===== config.mk =====
export PLATFORM = sky130hd
export DESIGN_NAME = flash_prot
export DESIGN_NICKNAME = d
export VERILOG_FILES = /design/src/rtl/flash_prot_pkg.sv /design/src/rtl/flash_prot.sv
export SDC_FILE = /design/constraint.sdc
export NUM_CORES = 1
export LEC_CHECK = 0
export BUFFER_PORTS_ARGS = -buffer_cell sky130_fd_sc_hd__buf_4
export CORE_ASPECT_RATIO = 0.6
export CORE_MARGIN = 10
export CORE_UTILIZATION = 36
export DETAILED_ROUTE_END_ITERATION = 12
export SYNTH_ARGS = -nofsm -noshare
export SYNTH_HDL_FRONTEND = slang
export SYNTH_SLANG_ARGS = --single-unit
export TNS_END_PERCENT = 20

===== constraint.sdc =====
create_clock -name pclk -period 4.4 [get_ports pclk]
set_clock_uncertainty 0.05 [all_clocks]
set_input_delay 0.44 -clock pclk [delete_from_list [all_inputs] [get_ports pclk]]
set_output_delay 0.44 -clock pclk [all_outputs]
set_load 0.05 [all_outputs]

===== src/rtl/flash_prot_pkg.sv =====
// Package for the flash program/erase protection block.
// Assumes an APB slave on pclk at 100 MHz with 32-bit data.
package flash_prot_pkg;

    // ----------------------------------------
    // Register offsets (byte addresses)
    // ----------------------------------------
    localparam logic [7:0] MODE_CTRL_OFS = 8'h00;
    localparam logic [7:0] BLOCK_SEL_OFS = 8'h04;
    localparam logic [7:0] RAM_CTRL_OFS = 8'h08;
    localparam logic [7:0] STATUS_OFS = 8'h0C;

    // ----------------------------------------
    // Mode control fields
    // ----------------------------------------
    localparam int VPP_EN_POS = 7;
    localparam int ERASE_VERIFY_POS = 3;
    localparam int PROG_VERIFY_POS = 2;
    localparam int E_POS = 1;
    localparam int P_POS = 0;
    localparam logic [7:0] MODE_CTRL_RST = 8'h00;
    localparam logic [7:0] MODE_CTRL_WMASK = 8'h8F;
    localparam logic [15:0] BLOCK_SEL_RST = 16'h0000;

    // ----------------------------------------
    // RAM control fields
    // ----------------------------------------
    localparam int ERR_FLAG_POS = 7;
    localparam int OVL_SEL_POS = 3;
    localparam logic [7:0] RAM_CTRL_FIXED = 8'h70;
    localparam logic [3:0] RAM_CTRL_RST = 4'h0;

    // ----------------------------------------
    // Timing
    // ----------------------------------------
    localparam int CLK_MHZ = 100;
    localparam int PREWRITE_WAIT_US = 4;
    localparam int PREWRITE_WAIT_CYC = PREWRITE_WAIT_US * CLK_MHZ;
    localparam int RESET_HOLD_CYC = 10;
    localparam int NUM_BLOCKS = 16;

    typedef enum logic [1:0] {
        MODE_IDLE,
        MODE_PROGRAM,
        MODE_ERASE,
        MODE_VERIFY
    } flash_mode_e;

    // Mode strobes toward the flash array
    typedef struct packed {
        logic program_en;
        logic erase_en;
        logic program_verify;
        logic erase_verify;
        logic prewrite_verify;
    } array_ctrl_s;

endpackage


===== src/rtl/flash_prot.sv =====
// Flash program/erase protection and verify-mode control with an APB register file.
// Assumes the vpp, standby and error inputs are asynchronous pins and are synchronised here.
//
// Functional notes
// - All control bits clear with Vpp selects prewrite-verify
// - Prewrite-verify applies verify level to addressed cells
// - Unselected blocks cannot be programmed or erased
// - Empty block selection protects all blocks
// - Software protection blocks program/erase mode entry
// - Overlay select protects all blocks, verify kept
// - Missing Vpp clears control and block selection
// - Reset or standby clears control and selection
// - Error sets flag, aborts, keeps registers
// - Error flag blocks program and erase entry
// - Verify modes still work under error protect
// - Only reset or hardware standby clears error
// - Registers writable in error state; soft standby clears
// - Error protect affects flash behaviour only
module flash_prot
(
    input wire logic pclk,
    input wire logic presetn,
    input wire logic psel,
    input wire logic penable,
    input wire logic pwrite,
    input wire logic [7:0] paddr,
    input wire logic [31:0] pwdata,
    input wire logic [3:0] pstrb,
    output logic [31:0] prdata,
    output logic pready,
    output logic pslverr,
    input wire logic vpp_present,
    input wire logic hw_standby,
    input wire logic sw_standby,
    input wire logic op_error,
    input wire logic [3:0] target_block,
    output flash_prot_pkg::array_ctrl_s array_ctrl,
    output flash_prot_pkg::flash_mode_e flash_mode,
    output logic prewrite_ready
);
    import flash_prot_pkg::*;

    // ----------------------------------------
    // Pin synchronisers
    // ----------------------------------------
    logic [3:0] sync_a;
    logic [3:0] sync_b;
    // Synchronised pin levels
    wire vpp_s = sync_b[0];
    wire hw_stby_s = sync_b[1];
    wire sw_stby_s = sync_b[2];
    wire err_s = sync_b[3];

    // Two stages; only the second stage is read by logic
    always_ff @(posedge pclk or negedge presetn)
    begin
        if (!presetn)
        begin
            sync_a <= 4'h0;
            sync_b <= 4'h0;
        end
        else
        begin
            sync_a <= {op_error, sw_standby, hw_standby, vpp_present};
            sync_b <= sync_a;
        end
    end

    // ----------------------------------------
    // Registers
    // ----------------------------------------
    logic [7:0] flash_mode_control_reg;
    logic [7:0] erase_block_select_hi;
    logic [7:0] erase_block_select_lo;
    logic [3:0] ram_control_reg;
    logic flash_error_flag;
    logic [8:0] prewrite_cnt;

    // APB decode
    wire access = psel && penable;
    wire wr_en = access && pwrite;
    wire hit_mode = paddr == MODE_CTRL_OFS;
    wire hit_block = paddr == BLOCK_SEL_OFS;
    wire hit_ram = paddr == RAM_CTRL_OFS;
    wire hit_stat = paddr == STATUS_OFS;
    wire mapped = hit_mode || hit_block || hit_ram || hit_stat;

    // Clearing conditions: Vpp loss, hardware standby, software standby
    wire ctrl_init = !vpp_s || hw_stby_s || sw_stby_s;
    wire ram_overlay_select = ram_control_reg[OVL_SEL_POS];

    // Views of the mode control bits
    wire p_bit = flash_mode_control_reg[P_POS];
    wire e_bit = flash_mode_control_reg[E_POS];
    wire program_verify_bit = flash_mode_control_reg[PROG_VERIFY_POS];
    wire erase_verify_bit = flash_mode_control_reg[ERASE_VERIFY_POS];

    // Block selection lookup; all zero naturally protects everything
    wire [15:0] block_sel = {erase_block_select_hi, erase_block_select_lo};
    wire block_ok = block_sel[target_block];

    // Common permission for program or erase; a clearing condition (Vpp loss, standby)
    // drops it at once so the array is not driven for the cycle the registers take to clear
    wire pe_allowed = !ctrl_init && !flash_error_flag && !ram_overlay_select && block_ok;

    // Byte-lane write enables; lanes with pstrb low keep their bytes
    wire wr_mode = wr_en && hit_mode && pstrb[0];
    wire wr_block_lo = wr_en && hit_block && pstrb[0];
    wire wr_block_hi = wr_en && hit_block && pstrb[1];
    wire wr_ram = wr_en && hit_ram && pstrb[0];

    // Control registers; writable even in error-protect state
    always_ff @(posedge pclk or negedge presetn)
    begin
        if (!presetn)
        begin
            flash_mode_control_reg <= MODE_CTRL_RST;
            erase_block_select_hi <= BLOCK_SEL_RST[15:8];
            erase_block_select_lo <= BLOCK_SEL_RST[7:0];
        end
        else if (ctrl_init)
        begin
            flash_mode_control_reg <= MODE_CTRL_RST;
            erase_block_select_hi <= BLOCK_SEL_RST[15:8];
            erase_block_select_lo <= BLOCK_SEL_RST[7:0];
        end
        else
        begin
            if (wr_mode)
                flash_mode_control_reg <= pwdata[7:0] & MODE_CTRL_WMASK;
            if (wr_block_lo)
                erase_block_select_lo <= pwdata[7:0];
            if (wr_block_hi)
                erase_block_select_hi <= pwdata[15:8];
        end
    end

    // Overlay bits clear only on reset or hardware standby
    always_ff @(posedge pclk or negedge presetn)
    begin
        if (!presetn)
            ram_control_reg <= RAM_CTRL_RST;
        else if (hw_stby_s)
            ram_control_reg <= RAM_CTRL_RST;
        else if (wr_ram)
            ram_control_reg <= pwdata[3:0];
    end

    // Error flag: set while P or E set, no software clear
    always_ff @(posedge pclk or negedge presetn)
    begin
        if (!presetn)
            flash_error_flag <= 1'b0;
        else if (err_s && (p_bit || e_bit))
            flash_error_flag <= 1'b1;
        else if (hw_stby_s)
            flash_error_flag <= 1'b0;
    end

    // ----------------------------------------
    // Mode outputs
    // ----------------------------------------
    // Error takes effect the same cycle it is sampled, so abort is immediate
    wire err_now = flash_error_flag || (err_s && (p_bit || e_bit));
    wire prog_act = p_bit && pe_allowed && !err_now;
    wire erase_act = e_bit && !p_bit && pe_allowed && !err_now;
    wire pv_act = vpp_s && program_verify_bit;
    wire ev_act = vpp_s && erase_verify_bit && !program_verify_bit;
    wire pw_act = vpp_s && (flash_mode_control_reg[3:0] == 4'h0);

    always_ff @(posedge pclk or negedge presetn)
    begin
        if (!presetn)
        begin
            array_ctrl <= '0;
            flash_mode <= MODE_IDLE;
        end
        else
        begin
            array_ctrl.program_en <= prog_act;
            array_ctrl.erase_en <= erase_act;
            array_ctrl.program_verify <= pv_act;
            array_ctrl.erase_verify <= ev_act;
            array_ctrl.prewrite_verify <= pw_act;
            if (prog_act)
                flash_mode <= MODE_PROGRAM;
            else if (erase_act)
                flash_mode <= MODE_ERASE;
            else if (pv_act || ev_act || pw_act)
                flash_mode <= MODE_VERIFY;
            else
                flash_mode <= MODE_IDLE;
        end
    end

    // Settling counter after prewrite-verify selection, informs software of the wait
    always_ff @(posedge pclk or negedge presetn)
    begin
        if (!presetn)
            prewrite_cnt <= 9'h000;
        else if (!pw_act)
            prewrite_cnt <= 9'h000;
        else if (prewrite_cnt != 9'(PREWRITE_WAIT_CYC))
            prewrite_cnt <= prewrite_cnt + 9'h001;
    end
    assign prewrite_ready = prewrite_cnt == 9'(PREWRITE_WAIT_CYC);

    // ----------------------------------------
    // APB read path
    // ----------------------------------------
    wire [7:0] ram_rd = RAM_CTRL_FIXED | {flash_error_flag, 3'b000, ram_control_reg};
    // Status word: mode in bits 1:0, error flag in bit 8, settle flag in bit 9
    wire [31:0] stat_rd = {22'h000000, prewrite_ready, flash_error_flag, 6'h00, 2'(flash_mode)};
    // Register read select; unmapped offsets read as zero
    wire [31:0] rd_mux = hit_mode ? {24'h000000, flash_mode_control_reg} :
                         hit_block ? {16'h0000, block_sel} :
                         hit_ram ? {24'h000000, ram_rd} :
                         hit_stat ? stat_rd : 32'h00000000;

    // Zero wait states; unmapped addresses answer with pslverr
    assign pready = 1'b1;
    assign pslverr = access && !mapped;

    // Read data captured in the setup cycle so it stands through the access phase
    always_ff @(posedge pclk or negedge presetn)
    begin
        if (!presetn)
            prdata <= 32'h00000000;
        else if (psel && !penable && !pwrite)
            prdata <= rd_mux;
    end

    // ----------------------------------------
    // Checks
    // ----------------------------------------
    chk_prog_needs_perm: assert property (@(posedge pclk) disable iff (!presetn)
        array_ctrl.program_en |-> $past(p_bit && vpp_s && !ram_overlay_select && block_ok))
        else $error("program active without permission");
    chk_overlay_blocks: assert property (@(posedge pclk) disable iff (!presetn)
        ram_overlay_select |=> !array_ctrl.program_en && !array_ctrl.erase_en)
        else $error("overlay did not protect");
    chk_empty_sel: assert property (@(posedge pclk) disable iff (!presetn)
        (block_sel == 16'h0000) |=> !array_ctrl.program_en && !array_ctrl.erase_en)
        else $error("empty selection did not protect");
    chk_error_sticky: assert property (@(posedge pclk) disable iff (!presetn)
        flash_error_flag && !hw_stby_s |=> flash_error_flag)
        else $error("error flag cleared without standby");
    chk_error_set: assert property (@(posedge pclk) disable iff (!presetn)
        err_s && (p_bit || e_bit) |=> flash_error_flag && !array_ctrl.program_en && !array_ctrl.erase_en)
        else $error("error not flagged or not aborted");
    chk_error_blocks: assert property (@(posedge pclk) disable iff (!presetn)
        flash_error_flag |=> !array_ctrl.program_en && !array_ctrl.erase_en)
        else $error("program or erase under error");
    chk_verify_in_err: assert property (@(posedge pclk) disable iff (!presetn)
        flash_error_flag && vpp_s && program_verify_bit |=> array_ctrl.program_verify)
        else $error("verify lost in error state");
    chk_vpp_init: assert property (@(posedge pclk) disable iff (!presetn)
        !vpp_s |=> flash_mode_control_reg == MODE_CTRL_RST && block_sel == 16'h0000)
        else $error("registers not cleared without vpp");
    chk_standby_init: assert property (@(posedge pclk) disable iff (!presetn)
        sw_stby_s |=> flash_mode_control_reg == MODE_CTRL_RST && !array_ctrl.program_en)
        else $error("standby did not clear");
    chk_prewrite_sel: assert property (@(posedge pclk) disable iff (!presetn)
        vpp_s && flash_mode_control_reg[3:0] == 4'h0 |=> array_ctrl.prewrite_verify)
        else $error("prewrite verify not selected");
    chk_unsel_block: assert property (@(posedge pclk) disable iff (!presetn)
        !block_ok |=> !array_ctrl.program_en && !array_ctrl.erase_en)
        else $error("unselected block altered");

    // Standby, supply and flag ownership checks
    chk_standby_abort: assert property (@(posedge pclk) disable iff (!presetn)
        hw_stby_s || sw_stby_s |=> !array_ctrl.program_en && !array_ctrl.erase_en)
        else $error("program or erase kept in standby");
    chk_vpp_off_modes: assert property (@(posedge pclk) disable iff (!presetn)
        !vpp_s |=> array_ctrl == '0)
        else $error("array mode active without vpp");
    chk_erase_perm: assert property (@(posedge pclk) disable iff (!presetn)
        array_ctrl.erase_en |-> $past(e_bit && !p_bit && vpp_s && !ram_overlay_select && block_ok))
        else $error("erase active without permission");
    chk_p_wins: assert property (@(posedge pclk) disable iff (!presetn)
        p_bit && e_bit |=> !array_ctrl.erase_en)
        else $error("erase active while program bit set");
    chk_flag_readonly: assert property (@(posedge pclk) disable iff (!presetn)
        wr_ram && !err_s && !hw_stby_s |=> flash_error_flag == $past(flash_error_flag))
        else $error("error flag changed by software write");
    chk_hw_stby_clear: assert property (@(posedge pclk) disable iff (!presetn)
        hw_stby_s && !(err_s && (p_bit || e_bit)) |=> !flash_error_flag)
        else $error("hardware standby did not clear error flag");
    chk_ready_in_pw: assert property (@(posedge pclk) disable iff (!presetn)
        prewrite_ready |-> array_ctrl.prewrite_verify)
        else $error("settle flag outside prewrite verify");

    // Scenario covers
    cov_program: cover property (@(posedge pclk) disable iff (!presetn) array_ctrl.program_en);
    cov_erase: cover property (@(posedge pclk) disable iff (!presetn) array_ctrl.erase_en);
    cov_error: cover property (@(posedge pclk) disable iff (!presetn) $rose(flash_error_flag));
    cov_prewrite: cover property (@(posedge pclk) disable iff (!presetn) $rose(prewrite_ready));
    cov_standby: cover property (@(posedge pclk) disable iff (!presetn) sw_stby_s && p_bit);

endmodule


# After elaboration in Yosys (flattened, before gate mapping)

Cells that the tools add are included.

Bits in registers: 85
Output and inout bits: 42
Logic and storage cells: 95

Add/sub/neg operators: 1
Magnitude comparators: 1
Eq/ne operators: 6
Mux-type cells: 21
Reduce and logical (&&, ||, !) cells: 51

Operator list:

| operator                                                                | number |
|---|---|
| 8-bit two-way mux                                                       | 6 |
| 16-bit two-way mux                                                      | 2 |
| 1-bit logical AND                                                       | 25 |
| 10-bit two-way mux                                                      | 2 |
| 9-bit two-way mux                                                       | 2 |
| 8-bit by 4-bit == test with 1-bit output, second input constant         | 2 |
| 1-bit logical NOT                                                       | 10 |
| 2-bit nonzero test                                                      | 5 |
| 9-bit by 1-bit adder with 9-bit output, second input constant           | 1 |
| 9-bit == test, second input constant                                    | 1 |
| 1-bit logical OR                                                        | 9 |
| 9-bit inequality test, second input constant                            | 1 |
| 8-bit by 3-bit == test with 1-bit output, second input constant         | 1 |
| 8-bit logical NOT                                                       | 1 |
| 4-bit two-way mux                                                       | 2 |
| 2-bit two-way mux                                                       | 3 |
| 4-bit by 5-bit < comparator with 1-bit output, second input constant    | 1 |
| 1-bit binary-select mux with 4-bit select                               | 1 |
| 4-bit logical NOT                                                       | 1 |
| 1-bit two-way mux                                                       | 3 |
| 2-bit by 1-bit inequality test with 1-bit output, second input constant | 1 |

# Logic depth before layout (Yosys ltp)

Gate-level depths: netlist (run 1).

Depth in word-level cells: 11
Gate-level depth with buffers: 7
Mapped depth without buffers: 7

# Least setup slack after synthesis (run 1)

Ideal clock, no wire load.

Kind: register to register
Start: register prewrite_cnt[0]
End: register prewrite_cnt[1]
Setup time: 132 ps
Arrival: 2199 ps
Data required time: 4218 ps
Slack: 2019 ps
Stages on the path, launching flop included: 7
Buffers on the path: 0
Period minus slack after synthesis: 2381 ps
Cells stage by stage: dfrtp_1 > inv_1 > ha_1 > nand4b_1 > nor4_2 > mux2i_1 > nor2_1

Word-level cells in the longest chain between the ends: 3
Elaborated cells on any way between the ends: 5

Ends and longest elaborated chain:

| what                                   | RTL line          | RTL |
|---|---|---|
| start, declared                        | flash_prot.sv:77  | `logic [8:0] prewrite_cnt;` |
| start signal, assigned                 | flash_prot.sv:204 | `prewrite_cnt <= prewrite_cnt + 9'h001;` |
| 9-bit by 1-bit adder with 9-bit output | flash_prot.sv:204 |  |
| 9-bit two-way mux                      | flash_prot.sv:203 | `else if (prewrite_cnt != 9'(PREWRITE_WAIT_CYC))` |
| 9-bit two-way mux                      | flash_prot.sv:201 | `else if (!pw_act)` |

Parallel ways exist; a longest one is shown, timed or not. The select of a mux whose other input is x is not followed.
A chain may end at the register's enable or synchronous reset.

# Worst setup path after layout (run 1)

Start: register prewrite_cnt[0]
End: output port prewrite_ready

Word-level cells in the longest chain between the ends: 1

Ends and longest elaborated chain:

| what          | RTL line          | RTL |
|---|---|---|
| 9-bit == test | flash_prot.sv:206 | `assign prewrite_ready = prewrite_cnt == 9'(PREWRITE_WAIT_CYC);` |
| end, declared | flash_prot.sv:39  | `output logic prewrite_ready` |

Every way passes these cells.

==> flow_summary_export.csv, run 1 <==
group,metric,value,unit
synth,synth_edf_count,0,
cells_and_area,fin_nets,387,
floorplan,die_w,139,um
route,ant_nets,0,
synth,ys_seq_area_frac,0.541,
floorplan,core_area,0.00807,mm^2
cells_and_area,seq_area,0.00165,mm^2
synth,async_flop_share,1.00,
timing,finalCriticalPeriod,2.52,ns
placement,place_congestion,0.821,
setup_path,worstPathArrival,2.03,ns
setup_path,path_cells,"inv_1 > ha_1 > nand4b_1 > nor4_2 > buf_4",
route,vias,2141,
route,wl_per_cell,17.2,um
synth,synth_top_area_frac,0.541,
synth,synth_area_per_cell,11.4,um^2
synth,synthCells,268,
synth,synth_area_leaders,"dfrtp_1, mux2i_1, a22o_1",
route,wl_met2,3130,um
cts,clockBufferDepth,2,
synth,ys_types,43,
setup_path,start_kind,"flop",
route,drtIter0Drc,133,
setup_path,cp_max_fo,5,
flow_run,maxCapViolations,0,
power_and_ir_drop,total_power,1.38,mW
timing,whs,0.137,ns
timing,max_slew.worst_pin.slew,0.825,ns
cts,cts_buffers,9,
timing,fin_tns_setup,0,ns
cts,cts_tree,"done",
synth,yosys.area.top_type,"dfrtp_1",
global_route,antenna_found_initial,0,
cts,clk_pin_slew,0.05,ns
cells_and_area,drive_gt1_frac,0.255,
cts,cts.sinks,66,
power_and_ir_drop,ir_worst_vdd,0.143,mV
cts,post_cts_resized,0,
cts,root_buffer,"clkbuf_16",
timing,setup_viol,0,
global_route,grt-ovfl-total,0,
run_status,status,"finished, final reports clean",
floorplan,num_rows,25,
timing,hold_viol,0,
route,wirelength,7600,um
route,drc,0,
cts,cts_max_level,3,
route,drt_first_pass_iters,4,
route,avgViaCountPerCell,4.85,
cells_and_area,layout_commonest_cell,"dfrtp_1",
cells_and_area,multiInputGateArea,0.00124,mm^2
placement,hpwl,5570,um
global_route,grt_max_degree,67,
cells_and_area,post-route-util,0.470,
cells_and_area,largest_register_ffs,16,
cells_and_area,n_antenna_cell,0,
synth,synth_ff_type,"dfrtp_1",
timing,fin_crit_sh,0.573,
timing,slew_violations,0,
cells_and_area,top_register,"prdata",
floorplan,io_pins,99,
power_and_ir_drop,p_leak,1.92,nW
power_and_ir_drop,powerDensity,365,mW/mm^2
floorplan,initial_core_util,0.378,
cells_and_area,syn_to_final_growth,24.2,%
route,wl_met1,3870,um
global_route,grt_pass1_wl,12100,um
cts,post-cts-setup-buffers,0,
synth,ys_seq_elements,66,
route,dr.max_layer_used,"met4",
setup_path,worst_setup_path_end_kind,"primary output",
setup_path,worstPathRequired,3.91,ns
cts,cts_hold_buffers,0,
setup_path,slowest_delay,0.60,ns
cells_and_area,reg_top3,"prdata: 16 flops, prewrite_cnt: 9 flops",
synth,yosys_warnings,0,
timing,max_freq,396,MHz
timing,rsz0062_at_grt,"no",
floorplan,die_y,91.3,um
cells_and_area,layout_common_cells,"dfrtp_1, buf_4, nor2_1, mux2i_1, a22o_1",
cells_and_area,postLayoutCellArea,0.00379,mm^2
setup_path,path_class,"flop to primary output",
route,wl_met3,527,um
min_path,min_path_type,"primary input to async pin",
timing,slew_headroom,0.450,
synth,syn-cell-area,0.00305,mm^2
setup_path,cp_slowest_cell,"nor4_2",
placement,io_buffers,63,
global_route,grt_pass1_vias,2159,
global_route,track_usage,0.120,
floorplan,die_area,0.0127,mm^2
cells_and_area,fillCellCount,765,
placement,placed_area,0.00353,mm^2
cts,insertion_delay,0.34,ns
## power breakdown
part           switching [mW]  total [mW]  internal (mW)
Clock                   0.249       0.642          0.393
Sequential            0.00510       0.620          0.615
Combinational          0.0834       0.120         0.0365
## stage by stage
step / worst slack [ns] / cells
2_1_floorplan: 2.02 / 283
3_3_place_gp: 2.05 / 425
3_5_place_dp: 2.01 / 425
4_1_cts: 1.81 / 441
5_1_grt: 1.70 / 441
6_report: 1.88 / 441
## path summary, 6_finish.rpt
path | to | slack [ns] | cells past startpoint | startpoint
max in group asynchronous | erase_block_select_lo[0] | 3.60 | 1 | presetn
min reg2reg | sync_b[0] | 0.29 | 0 | sync_a[0]
min | prdata[0] | 0.14 | 1 | presetn
min in group pclk | sync_a[1] | 0.16 | 1 | hw_standby
max reg2reg | flash_mode[0] | 2.08 | 5 | sync_b[1]
max | prewrite_ready | 1.88 | 5 | prewrite_cnt[0]
## metal layers
layer,GRT usage,up-vias
met3,0.0536,6
met4,0.0467,0
met1,0.164,1029
met2,0.161,72
met5,0,-
li1,-,1034
## Yosys cell counts (3+ instances only)
master	instances
buf_2	3
xor2_1	5
nand2b_1	3
a21oi_1	5
inv_1	8
nand4_1	4
a22o_1	19
mux2i_1	29
o31ai_1	3
nand3_1	5
o21ai_0	5
nor2_1	34
buf_4	17
nor3_1	4
dfrtp_1	66
nor2b_1	4
clkbuf_1	7
nand2_1	13
## worst max-delay path: cells and delay by family (launching register included)
kind	cells	cell delay, ns
AND/OR/NAND/NOR	2	0.71
buffers and inverters	2	0.43
flip-flops	1	0.39
adder cells (fa/ha/maj)	1	0.16
## layout make-up
cell class                 count  share of cell area
tap                          108              0.0356
clock buffer                  13              0.0660
clock inverter                 3             0.00396
inverter                       8             0.00792
sequential                    66               0.436
timing repair buffer          63               0.125
multi-input combinational    180               0.326
## cell families after synthesis
logic type      count (synthesis)  share of synthesized area
compound gates                 41                      0.107
xor+xnor                        7                     0.0201
fa+ha+maj                       2                    0.00820
buf+inv                        37                     0.0725
flops                          66                      0.541
mux                            31                      0.110
other cells                     2                    0.00246
simple gates                   82                      0.139
(Power assumes the default switching activity.)
==> inputs of run 2 (changes only) <==
--- a/config.mk
+++ b/config.mk
@@ -5,6 +5,7 @@
 export SDC_FILE = /design/constraint.sdc
 export NUM_CORES = 1
 export LEC_CHECK = 0
+export ABC_AREA = 1
 export BUFFER_PORTS_ARGS = -buffer_cell sky130_fd_sc_hd__buf_4
 export CORE_ASPECT_RATIO = 0.6
 export CORE_MARGIN = 10
==> constraint.sdc (replaced) <==
create_clock -name pclk -period 2.58 [get_ports pclk]
set_clock_uncertainty 0.05 [all_clocks]
set_input_delay 0.258 -clock pclk [delete_from_list [all_inputs] [get_ports pclk]]
set_output_delay 0.258 -clock pclk [all_outputs]
set_load 0.05 [all_outputs]
==> flow_summary_export.csv, run 2 <==
group,metric,value,unit
route,vias,2729,
synth,synthCells,391,
floorplan,die_area,0.0133,mm^2
setup_path,cp_max_fo,3,
cts,post-cts-setup-buffers,0,
setup_path,critPathTopFamily,"simple AND/OR/NAND/NOR gates",
route,wl_per_cell,14.8,um
cells_and_area,top_register,"prdata",
cells_and_area,largest_register_ffs,16,
synth,yosysMostFrequentCell,"nand2_1",
power_and_ir_drop,seqPwrFrac,0.388,
cts,cts_max_level,3,
cells_and_area,stdcell_count,580,
global_route,grt_max_degree,67,
cells_and_area,syn_to_final_growth,28.0,%
setup_path,r2r_end,"prewrite_cnt[0]",
placement,dpl.cell_count,560,
cts,cts_buffers,9,
route,drc,0,
floorplan,die_w,142,um
placement,hpwl,6750,um
run_status,violations,"hold timing",
route,drtIter0Drc,219,
placement,place_congestion,0.870,
timing,setup_viol,0,
cts,clockBufferDepth,2,
power_and_ir_drop,comb_power_share,0.105,
timing,fin_tns_setup,0,ns
cells_and_area,layout_commonest_cell,"nand2_1",
power_and_ir_drop,pwr-share-clk,0.507,
power_and_ir_drop,p_leak,2.12,nW
min_path,min_path_type,"primary input to async pin",
setup_path,path_cells,"inv_1 > ha_1 > nand2_1 > nor4_2 > buf_4",
cts,insertion_delay,0.33,ns
setup_path,critical_path_buf_inv_count,2,
setup_path,r2r_start,"flash_mode_control_reg[1]",
setup_path,path_class,"flop to primary output",
cts,post_cts_resized,0,
setup_path,ff2ff_path_depth,5,
cells_and_area,drive_gt1_frac,0.229,
global_route,grt_pass1_vias,2640,
floorplan,io_pins,99,
cts,root_buffer,"clkbuf_16",
setup_path,worstPathArrival,1.76,ns
timing,slew_headroom,0.453,
synth,synth_area_per_cell,8.29,um^2
power_and_ir_drop,powerDensity,669,mW/mm^2
timing,max_slew.worst_pin.slew,0.820,ns
route,avgViaCountPerCell,4.71,
timing,rsz0062_at_grt,"no",
route,ant_nets,0,
floorplan,initial_core_util,0.374,
setup_path,slowest_delay,0.41,ns
synth,ys_seq_elements,66,
power_and_ir_drop,p_sw,655,uW
cells_and_area,layout_common_cells,"nand2_1, dfrtp_1, buf_4, inv_1, o21ai_1",
route,wirelength,8600,um
timing,fin_crit_sh,0.802,
cts,cts.sinks,66,
placement,io_buffers,63,
floorplan,num_rows,26,
synth,yosys-top-cells-count,"nand2_1, dfrtp_1, inv_1",
setup_path,worstPathRequired,2.27,ns
global_route,grt_pass1_wl,13800,um
timing,finalCriticalPeriod,2.07,ns
timing,whs,-0.0245,ns
floorplan,die_y,93.5,um
flow_run,maxCapViolations,0,
timing,max_freq,483,MHz
route,drt_first_pass_iters,4,
cts,clk_pin_slew,0.05,ns
synth,synth_top_area_frac,0.510,
cells_and_area,fillCellCount,856,
synth,ys_seq_area_frac,0.510,
cells_and_area,reg_top3,"prdata: 16 flops, prewrite_cnt: 9 flops",
floorplan,core_area,0.00865,mm^2
synth,synth_area_leaders,"dfrtp_1, nand2_1, inv_1",
setup_path,worst_setup_path_end_kind,"primary output",
synth,yosys.area.top_type,"dfrtp_1",
setup_path,rrSetupSlack,0.95,ns
setup_path,cp_slowest_cell,"nor4_2",
synth,syn-cell-area,0.00324,mm^2
power_and_ir_drop,sw_frac_of_total,0.236,
global_route,grt-ovfl-total,0,
global_route,antenna_found_initial,0,
run_status,status,"complete, but fails checks",
cells_and_area,n_antenna_cell,0,
synth,synth_ff_type,"dfrtp_1",
timing,hold_viol,46,
power_and_ir_drop,ir_worst_vdd,0.330,mV
setup_path,start_kind,"flop",
synth,async_flop_share,1.00,
global_route,track_usage,0.132,
synth,yosys_warnings,0,
cts,cts_tree,"done",
timing,slew_violations,0,
synth,ys_types,37,
power_and_ir_drop,p_int,2.12,mW
cells_and_area,fin_nets,522,
synth,synth_edf_count,0,
run 2: changes by cell type after synthesis, moves of 4 or more:
cell | before | now
o21ai_1 | 0 | 32
o21ai_0 | 5 | 13
nor2_1 | 34 | 27
a22o_1 | 19 | 0
nor2b_1 | 4 | 0
mux2i_1 | 29 | 0
xor2_1 | 5 | 1
o21ai_2 | 0 | 4
clkbuf_1 | 7 | 1
nand4_1 | 4 | 8
inv_2 | 0 | 9
inv_1 | 8 | 57
nand2_1 | 13 | 88
nand3_1 | 5 | 27
run 2: timing repair:
item / 4_1_cts / 5_1_grt
hold buffers: 4 / 0
setup endpoints to repair: 0 / 0
endpoints found under the hold margin: 4 / 0
run 2: worst max-delay path by stage:
stage / from / cells after the start / endpoint / slack, ns
after floorplan: prewrite_cnt[0] / 7 / prewrite_cnt[0] / 0.48
after detailed placement: penable / 7 / prdata[7] / 0.76
final: prewrite_cnt[0] / 5 / prewrite_ready / 0.51
after global routing: prewrite_cnt[0] / 5 / prewrite_ready / 0.39
after global placement: penable / 7 / prdata[7] / 0.78
after CTS: prewrite_cnt[0] / 5 / prewrite_ready / 0.48
run 2: cells by family (layout without fill, tap and decap cells):
family / after synthesis / in the layout / synth area share
compound gates: 63 / 63 / 0.110
xor+xnor: 1 / 1 / 0.00270
fa+ha+maj: 2 / 2 / 0.00772
buf+inv: 89 / 151 / 0.129
flops: 66 / 66 / 0.510
other cells: 2 / 17 / 0.00232
simple gates: 168 / 168 / 0.238
run 2: power by group through the flow:
stage	clock network (mW)	registers, mW	logic (mW)
3_3_place_gp	0	1.09	0.281
3_5_place_dp	0	1.10	0.285
6_report	1.41	1.08	0.291
2_1_floorplan	0	1.12	0.171
5_1_grt	1.49	1.08	0.319
4_1_cts	1.44	1.08	0.291
run 2: routing by layer:
metal  track usage  vias to the layer above  share of wire
li1              -                     1361              -
met1         0.190                     1252           0.50
met2         0.172                      109           0.39
met3        0.0515                        7           0.10
met4        0.0419                        0          0.010
met5             0                        -              0
run 2: final cells by class:
cell class,instances,area [um^2],area share
flip-flops and latches,66,1650,0.398
clock buffers,10,239,0.0576
multi-input cells,251,1230,0.296
repair buffers,67,513,0.124
clock inverters,6,114,0.0275
inverters,68,263,0.0634
well taps,112,140,0.0338
run 2: stage by stage:
step / util / hold slack, ns / cell area [um^2] / worst slack (ns) / power, mW
2_1_floorplan: - / -0.0876 / 3300 / 0.475 / 1.29
3_3_place_gp: 0.434 / 0.283 / 3750 / 0.780 / 1.38
4_1_cts: 0.479 / 0.0105 / 4150 / 0.476 / 2.81
5_1_grt: 0.479 / 0.0511 / 4150 / 0.390 / 2.89
6_report: 0.479 / -0.0245 / 4150 / 0.510 / 2.77
3_5_place_dp: 0.434 / 0.286 / 3750 / 0.760 / 1.38
